==> src/logic/debug_ctrl_pkg.sv <==
// Contract
// - Debug holds bus; multi-cycle freezes processor
// - Lockout blocks active debug and ROM
// - Lockout when disable bit zero, reloaded
// - Lockout bit changes only in special modes
// - Erased shadow removes lockout after reset
// - Lockout blocks reset-vector run, special chip
// - Seven registers mapped while active or on hardware map-select
// - Status write qualifiers by hardware/firmware flag
// - Status reset value depends on mode
// - Permit bit gates entry to active debug
// - Active flag set on entry, 4-cycle write
// - Tag enable arms after 16 cycles
// - Shift-valid shows completed shift
// - Trace bit set by single-step command
// - Clock select, bus clock forced if slower
// - Instruction cleared after 512 idle clocks
// - Hardware instruction bit decode
// - Word/byte and map-select meaning
package debug_ctrl_pkg;
  localparam logic [15:0] ADDR_INSTR = 16'hFF00;
  localparam logic [15:0] ADDR_STATUS = 16'hFF01;
  localparam logic [15:0] ADDR_SHIFT_HI = 16'hFF02;
  localparam logic [15:0] ADDR_SHIFT_LO = 16'hFF03;
  localparam logic [15:0] ADDR_TADDR_HI = 16'hFF04;
  localparam logic [15:0] ADDR_TADDR_LO = 16'hFF05;
  localparam logic [15:0] ADDR_FLAGS = 16'hFF06;
  localparam logic [15:0] ADDR_ROM_LO = 16'hFF20;
  localparam int BIT_HWFW = 7;
  localparam int BIT_DATA = 6;
  localparam int BIT_READ = 5;
  localparam int BIT_BACKGROUND_REQUEST_BIT = 4;
  localparam int BIT_WORD = 3;
  localparam int BIT_MAP = 2;
  localparam int BIT_PERMIT = 7;
  localparam int BIT_ACTIVE = 6;
  localparam int BIT_TAG = 5;
  localparam int BIT_SVALID = 4;
  localparam int BIT_TRACE = 3;
  localparam int BIT_CLKSEL = 2;
  localparam logic [7:0] INSTR_BACKGROUND_REQUEST_BIT_CMD = 8'h90;
  localparam logic [7:0] INSTR_MASK = 8'hFC;
  localparam logic [7:0] STATUS_RST_SPECIAL = 8'h40;
  localparam logic [7:0] STATUS_RST_OTHER = 8'h00;
  localparam logic [7:0] STATUS_ALWAYS_WR = 8'hB8;
  localparam int ACTIVE_DELAY = 4;
  localparam int TAG_DELAY = 16;
  localparam int IDLE_CLEAR = 512;
  localparam logic [2:0] ACTIVE_DLY_W = 3'h4;
  localparam logic [4:0] TAG_DLY_W = 5'h10;
  localparam logic [9:0] IDLE_CLEAR_W = 10'h200;
endpackage : debug_ctrl_pkg

==> src/logic/debug_access_if.sv <==
`timescale 1ns/1ps
interface debug_access_if;
  logic req;
  logic multi;
  logic busy;
  logic done;
  modport ctrl (output req, output multi, input busy, input done);
  modport seq (input req, input multi, output busy, output done);
endinterface : debug_access_if

==> src/logic/background_debug_control.sv <==
`timescale 1ns/1ps
module background_debug_control (
  input wire logic MCLK,
  input wire logic RST,
  input wire logic SPECIAL_MODE_LOW,
  input wire logic SPECIAL_SINGLE_CHIP,
  input wire logic SPECIAL_PERIPHERAL,
  input wire logic SHADOW_LOCKOUT_DISABLE,
  input wire logic CFG_WR,
  input wire logic CFG_WR_DATA,
  input wire logic [15:0] ADDR,
  input wire logic [7:0] WDATA,
  input wire logic WR,
  input wire logic RD,
  output logic [7:0] RDATA,
  output logic HIT,
  input wire logic SER_FALL,
  input wire logic SER_CMD_VALID,
  input wire logic [7:0] SER_CMD,
  input wire logic SHIFT_DONE,
  input wire logic SHIFT_START,
  input wire logic [15:0] SHIFT_LOAD,
  input wire logic [15:0] ADDR_LOAD,
  input wire logic ADDR_LOAD_EN,
  input wire logic ENTER_DEBUG,
  input wire logic SINGLE_STEP,
  input wire logic TAG_RESUME,
  input wire logic BUS_SLOWER,
  input wire logic [7:0] FLAGS_IN,
  input wire logic BUS_ACK,
  output logic LOCKOUT_DISABLE,
  output logic DEBUG_ACTIVE,
  output logic ROM_MAPPED,
  output logic RESET_VECTOR_BLOCK,
  output logic USE_BUS_CLOCK,
  output logic TAGGING,
  output logic SERIAL_ENABLE,
  output logic BACKGROUND_REQUEST_BIT_REQ,
  output logic HW_CMD,
  output logic HW_DATA,
  output logic HW_READ,
  output logic HW_WORD,
  output logic HW_MAP_SELECT,
  output logic FREEZE,
  output logic BUS_HOLD
);
  import debug_ctrl_pkg::*;

  logic lockout_disable_q;
  logic [7:0] instr_q;
  logic [7:0] status_q;
  logic [15:0] shift_q;
  logic [15:0] taddr_q;
  logic [7:0] flags_q;
  logic [2:0] act_cnt_q;
  logic act_val_q;
  logic [4:0] tag_cnt_q;
  logic tag_q;
  logic [9:0] idle_q;
  logic rst_seen_q;
  logic [7:0] status_d;
  logic permit;
  logic map_on;
  logic wr_instr;
  logic wr_status;
  logic access_req;

  debug_access_if acc ();

  function automatic logic reg_sel(input logic [15:0] a,
                                   input logic [15:0] t);
    reg_sel = (a == t);
  endfunction : reg_sel

  ////////////////////////////////////////////////////////////////////
  // Lockout: strap reloaded after every reset release
  // reload from shadow
  always_ff @(posedge MCLK or posedge RST)
  begin
    if (RST)
      rst_seen_q <= 1'b0;
    else
      rst_seen_q <= 1'b1;
  end
  always_ff @(posedge MCLK or posedge RST)
  begin
    if (RST)
      lockout_disable_q <= 1'b0;
    else if (!rst_seen_q)
      lockout_disable_q <= SHADOW_LOCKOUT_DISABLE;
    else if (CFG_WR && !SPECIAL_MODE_LOW)
      lockout_disable_q <= CFG_WR_DATA;
  end
  assign LOCKOUT_DISABLE = lockout_disable_q;
  assign RESET_VECTOR_BLOCK = !lockout_disable_q && SPECIAL_SINGLE_CHIP;

  ////////////////////////////////////////////////////////////////////
  // lockout kills active state
  assign permit = status_q[BIT_PERMIT] && lockout_disable_q;
  assign DEBUG_ACTIVE = status_q[BIT_ACTIVE] && lockout_disable_q;
  assign ROM_MAPPED = DEBUG_ACTIVE;
  // map-select opens it briefly
  // Map select counts only for hardware commands
  assign map_on = lockout_disable_q &&
                  (status_q[BIT_ACTIVE] ||
                   (instr_q[BIT_HWFW] && instr_q[BIT_MAP]));
  assign HIT = map_on && (ADDR >= ADDR_INSTR) && (ADDR <= ADDR_FLAGS);
  assign wr_instr = HIT && WR && reg_sel(ADDR, ADDR_INSTR);
  assign wr_status = HIT && WR && reg_sel(ADDR, ADDR_STATUS);

  ////////////////////////////////////////////////////////////////////
  // Instruction register
  always_ff @(posedge MCLK or posedge RST)
  begin
    if (RST)
      idle_q <= 10'h000;
    else if (SER_FALL)
      idle_q <= 10'h000;
    else if (idle_q != IDLE_CLEAR_W)
      idle_q <= idle_q + 10'h001;
  end
  always_ff @(posedge MCLK or posedge RST)
  begin
    if (RST)
      instr_q <= 8'h00;
    else if (idle_q == IDLE_CLEAR_W && !SER_FALL)
      instr_q <= 8'h00;
    else if (SER_CMD_VALID && !tag_q)
      instr_q <= SER_CMD & INSTR_MASK;
    else if (wr_instr)
      instr_q <= WDATA & INSTR_MASK;
  end
  assign HW_CMD = instr_q[BIT_HWFW];
  assign HW_DATA = instr_q[BIT_DATA];
  assign HW_READ = instr_q[BIT_READ];
  assign HW_WORD = instr_q[BIT_WORD];
  assign HW_MAP_SELECT = instr_q[BIT_MAP];
  assign BACKGROUND_REQUEST_BIT_REQ = (instr_q == INSTR_BACKGROUND_REQUEST_BIT_CMD) && permit;

  ////////////////////////////////////////////////////////////////////
  // Status register
  always_comb
  begin
    status_d = status_q;
    if (wr_status)
    begin
      status_d = (status_q & ~STATUS_ALWAYS_WR) |
                 (WDATA & STATUS_ALWAYS_WR);
      if (instr_q[BIT_HWFW])
        status_d[BIT_CLKSEL] = WDATA[BIT_CLKSEL];
      status_d[BIT_ACTIVE] = status_q[BIT_ACTIVE];
    end
    if (SHIFT_START)
      status_d[BIT_SVALID] = 1'b0;
    if (SHIFT_DONE)
      status_d[BIT_SVALID] = 1'b1;
    if (SINGLE_STEP)
      status_d[BIT_TRACE] = 1'b1;
    if (act_val_q)
      status_d[BIT_ACTIVE] = 1'b0;
    if (ENTER_DEBUG && permit)
    begin
      status_d[BIT_ACTIVE] = 1'b1;
      status_d[BIT_TAG] = 1'b0;
    end
    if (TAG_RESUME)
      status_d[BIT_TAG] = 1'b1;
    if (!lockout_disable_q)
      status_d[BIT_ACTIVE] = 1'b0;
    status_d[1:0] = 2'b00;
  end
  always_ff @(posedge MCLK or posedge RST)
  begin
    if (RST)
      status_q <= STATUS_RST_OTHER;
    else if (!rst_seen_q)
      status_q <= (SPECIAL_SINGLE_CHIP || SPECIAL_PERIPHERAL) ?
                  STATUS_RST_SPECIAL : STATUS_RST_OTHER;
    else
      status_q <= status_d;
  end

  always_ff @(posedge MCLK or posedge RST)
  begin
    if (RST)
    begin
      act_cnt_q <= 3'h0;
      act_val_q <= 1'b0;
    end
    else if (wr_status && !instr_q[BIT_HWFW] && !WDATA[BIT_ACTIVE])
    begin
      act_cnt_q <= ACTIVE_DLY_W - 3'h1;
      act_val_q <= 1'b0;
    end
    else if (act_cnt_q != 3'h0)
    begin
      act_cnt_q <= act_cnt_q - 3'h1;
      act_val_q <= (act_cnt_q == 3'h1);
    end
    else
      act_val_q <= 1'b0;
  end

  always_ff @(posedge MCLK or posedge RST)
  begin
    if (RST)
      tag_cnt_q <= 5'h00;
    else if (!status_q[BIT_TAG])
      tag_cnt_q <= 5'h00;
    else if (tag_cnt_q != TAG_DLY_W)
      tag_cnt_q <= tag_cnt_q + 5'h01;
  end
  always_ff @(posedge MCLK or posedge RST)
  begin
    if (RST)
      tag_q <= 1'b0;
    else
      tag_q <= status_q[BIT_TAG] && (tag_cnt_q >= TAG_DLY_W - 5'h01);
  end
  assign TAGGING = tag_q;
  assign SERIAL_ENABLE = !tag_q;

  assign USE_BUS_CLOCK = status_q[BIT_CLKSEL] || BUS_SLOWER;

  ////////////////////////////////////////////////////////////////////
  // Data registers
  always_ff @(posedge MCLK)
  begin
    if (SHIFT_DONE)
      shift_q <= SHIFT_LOAD;
    else if (HIT && WR && reg_sel(ADDR, ADDR_SHIFT_HI))
      shift_q[15:8] <= WDATA;
    else if (HIT && WR && reg_sel(ADDR, ADDR_SHIFT_LO))
      shift_q[7:0] <= WDATA;
  end
  always_ff @(posedge MCLK)
  begin
    if (ADDR_LOAD_EN)
      taddr_q <= ADDR_LOAD;
  end
  always_ff @(posedge MCLK)
  begin
    if (ENTER_DEBUG && permit)
      flags_q <= FLAGS_IN;
    else if (HIT && WR && reg_sel(ADDR, ADDR_FLAGS))
      flags_q <= WDATA;
  end
  always_ff @(posedge MCLK or posedge RST)
  begin
    if (RST)
      RDATA <= 8'h00;
    else if (HIT && RD)
    begin
      if (reg_sel(ADDR, ADDR_INSTR))
        RDATA <= instr_q;
      else if (reg_sel(ADDR, ADDR_STATUS))
        RDATA <= status_q;
      else if (reg_sel(ADDR, ADDR_SHIFT_HI))
        RDATA <= shift_q[15:8];
      else if (reg_sel(ADDR, ADDR_SHIFT_LO))
        RDATA <= shift_q[7:0];
      else if (reg_sel(ADDR, ADDR_TADDR_HI))
        RDATA <= taddr_q[15:8];
      else if (reg_sel(ADDR, ADDR_TADDR_LO))
        RDATA <= taddr_q[7:0];
      else
        RDATA <= flags_q;
    end
  end

  ////////////////////////////////////////////////////////////////////
  // hardware access steals bus
  assign access_req = SER_CMD_VALID && !tag_q &&
                      SER_CMD[BIT_HWFW] && !SER_CMD[BIT_BACKGROUND_REQUEST_BIT];
  assign acc.req = access_req;
  assign acc.multi = SER_CMD[BIT_WORD];
  debug_access_seq u_seq (
    .MCLK(MCLK),
    .RST(RST),
    .acc(acc),
    .bus_ack(BUS_ACK),
    .freeze_q(FREEZE),
    .hold_q(BUS_HOLD)
  );
endmodule : background_debug_control

==> src/logic/debug_access_seq.sv <==
`timescale 1ns/1ps
module debug_access_seq (
  input wire logic MCLK,
  input wire logic RST,
  debug_access_if.seq acc,
  input wire logic bus_ack,
  output logic freeze_q,
  output logic hold_q
);
  import debug_ctrl_pkg::*;
  logic done_q;
  always_ff @(posedge MCLK or posedge RST)
  begin
    if (RST)
      hold_q <= 1'b0;
    else if (acc.req)
      hold_q <= 1'b1;
    else if (bus_ack)
      hold_q <= 1'b0;
  end
  always_ff @(posedge MCLK or posedge RST)
  begin
    if (RST)
      freeze_q <= 1'b0;
    else if (acc.req && acc.multi)
      freeze_q <= 1'b1;
    else if (bus_ack)
      freeze_q <= 1'b0;
  end
  always_ff @(posedge MCLK or posedge RST)
  begin
    if (RST)
      done_q <= 1'b0;
    else
      done_q <= hold_q && bus_ack;
  end
  assign acc.busy = hold_q;
  assign acc.done = done_q;
endmodule : debug_access_seq

==> config.mk <==
export PLATFORM = sky130hd
export DESIGN_NAME = background_debug_control
export DESIGN_NICKNAME = d
export VERILOG_FILES = /design/src/logic/debug_ctrl_pkg.sv /design/src/logic/debug_access_if.sv /design/src/logic/background_debug_control.sv /design/src/logic/debug_access_seq.sv
export SDC_FILE = /design/constraint.sdc
export NUM_CORES = 1
export LEC_CHECK = 0
export ABC_AREA = 0
export BUFFER_PORTS_ARGS = -buffer_cell sky130_fd_sc_hd__clkbuf_2
export CAP_MARGIN = 40
export CORE_MARGIN = 8
export CORE_UTILIZATION = 55
export CTS_BUF_LIST = sky130_fd_sc_hd__clkbuf_2
export CTS_CLUSTER_SIZE = 28
export DETAILED_ROUTE_END_ITERATION = 12
export PLACE_DENSITY = 0.91
export SKIP_CTS_REPAIR_TIMING = 1
export SYNTH_ARGS = -nofsm -noshare
export SYNTH_HDL_FRONTEND = slang
export SYNTH_HIERARCHICAL = 1
export SYNTH_SLANG_ARGS = --single-unit
==> constraint.sdc <==
create_clock -name MCLK -period 2.34 [get_ports MCLK]
set_clock_uncertainty 0.1 [all_clocks]
set_input_delay 0.351 -clock MCLK [delete_from_list [all_inputs] [get_ports MCLK]]
set_output_delay 0.351 -clock MCLK [all_outputs]
set_load 0.005 [all_outputs]
==> flow_metrics.env <==
export IMPL_power_density_nw_per_um2=526
export IMPL_arrival_ns=2.08
export IMPL_gr_total_overflow=0
export IMPL_syn_avg_cell_area_um2=10.7
export IMPL_finalSetupViolCount=2
export IMPL_period_share_pct=108
export IMPL_maxCapViolCount=0
export IMPL_r2r_start="status_q[6]"
export IMPL_stdcell_area_um2=5990
export IMPL_cts_tree="yes"
export IMPL_worstSetupEndpointType="output port"
export IMPL_synthCells=411
export IMPL_violations="hold timing, setup timing"
export IMPL_start_util_pct=56.7
export IMPL_timing_fmax_ghz=0.396
export IMPL_clockBufferDepth=2
export IMPL_hp_start="WDATA[1]"
export IMPL_regToRegSetupSlack_ns=0.27
export IMPL_outcome="finished, violations left"
export IMPL_crit_family="simple AND/OR/NAND/NOR gates"
export IMPL_max_slew_margin_pct=57.0
export IMPL_p_leak_nw=2.80
export IMPL_crit_buf_inv=3
export IMPL_die_w_um=105
export IMPL_ioPinCount=116
export IMPL_antenna_found_initial=1
export IMPL_vias=4185
export IMPL_synth_area_um2=4380
export IMPL_io_buffers=113
export IMPL_die_y_um=105
export IMPL_vias_per_cell=5.84
export IMPL_drt_first_pass_iters=5
export IMPL_grt_usage_pct=22.2
export IMPL_coreArea_um2=7730
export IMPL_layout_nets=709
export IMPL_hold_ws_ns=-0.00391
export IMPL_h_tree_depth=3
export IMPL_grt_pass1_vias=3898
export IMPL_fin_crit_ns=2.53
export IMPL_syn_to_final_growth_pct=36.6
export IMPL_layout_common_cells="121 x clkbuf_2, 53 x nand2_1, 52 x dlygate4sd3_1, 43 x dfrtp_1, 42 x buf_4"
export IMPL_grt_max_degree=43
export IMPL_reg2reg_to="shift_q[7]"
export IMPL_vdd_drop_max_mv=0.367
export IMPL_dp_final_hpwl_um=9780
export IMPL_r2r_cells=5
export IMPL_cts_made_buffers=9
export IMPL_cts_root_buf="clkbuf_2"
export IMPL_fin_ws_ns=-0.187
export IMPL_drc=0
export IMPL_crit_slowest_cell="or4_4"
export IMPL_worstPathMaxFanout=4
export IMPL_die_area_um2=11100
export IMPL_wl_per_cell_um=19.7
export IMPL_path_cells="buf_6 -> or4_4 -> or4_4 -> buf_6 -> nor3_4 -> buf_2"
export IMPL_cts_num_sinks=84
export IMPL_ant_nets=0
export IMPL_cpPeakStageDelay_ns=0.59
export IMPL_slew_viol_final=0
export IMPL_drive_gt1_share_pct=33.6
export IMPL_row_count=32
export IMPL_worstMarginPinSlew_ns=0.646
export IMPL_final_common_cell="clkbuf_2"
export IMPL_start_kind="primary input"
export IMPL_hold_path_depth=3
export IMPL_timing_final_hold_violations=2
export IMPL_clk_pin_slew_ns=0.24
export IMPL_syn_nets=511
export IMPL_worstPathRequired_ns=1.89
export IMPL_clk_latency_ns=0.56
export IMPL_place_area_um2=5260
export IMPL_cp_depth=6
export IMPL_gp_congestion=0.895
export IMPL_grt_pass1_wl_um=19500
export IMPL_path_class="primary input to output port"
export IMPL_hold_end="shift_q[9]"
export IMPL_yosys_warnings=6
export IMPL_totalWireLength_um=14100
export IMPL_drt_iter0_markers=405
export IMPL_min_path_type="primary input to flip-flop"
export IMPL_grt_setup_unrepaired="yes"
-- power by group --
group	switching, mW	internal (mW)
logic	0.331	0.309
registers	0.0742	1.67
clock network	0.513	0.250
-- worst max path at each step --
| stage | start | end | slack, ns |
|---|---|---|---|
| detailed placement | ADDR[7] | RDATA[4] | -0.40 |
| finish | ADDR[7] | HIT | -0.19 |
| global placement | ADDR[7] | RDATA[4] | -0.37 |
| CTS | ADDR[7] | HIT | -0.33 |
| floorplan | ADDR[7] | status_q[3] | -0.28 |
| global route | ADDR[7] | HIT | -0.22 |
-- flip-flops by register name, summed over array words and instances, names as in the netlist, 3 cells and up --
signal,cells
flags_q,8
status_q,6
RDATA,8
idle_q,10
shift_q,16
taddr_q,16
act_cnt_q,3
tag_cnt_q,5
instr_q,6
-- per-stage QoR --
step           util (%)  power (mW)  std cells  setup TNS (ns)  worst slack [ns]
2_1_floorplan         -        2.06        411           -6.12            -0.281
3_3_place_gp       68.0        2.27        640          -14.83            -0.374
3_5_place_dp       68.0        2.30        640          -16.08            -0.402
4_1_cts            69.4        3.03        656          -0.662            -0.335
5_1_grt            77.5        3.26        717          -0.420            -0.220
6_report           77.5        3.15        717          -0.312            -0.187
-- metal layers --
metal	vias up	global-route usage, %	part of all wire, %
met3	49	6.82	9.3
met4	0	9.28	4.1
met5	-	0	0
li1	1885	-	-
met1	1985	26.6	38
met2	266	36.5	49
-- cell type report --
class / count / area [µm²]
clock buffers: 11 / 55.1
fillers: 458 / 1740
well taps: 102 / 128
inverters: 15 / 56.3
multi-input cells: 291 / 1970
flip-flops and latches: 84 / 2300
repair buffers: 208 / 1420
clock inverters: 5 / 52.6
diodes: 1 / 2.50
-- tightest hold or removal path: cells and delay by family --
family	cells	cell delay [ns]
buf+inv	1	0.10
simple gates	2	0.13
Power figures use the tool's default switching activity.
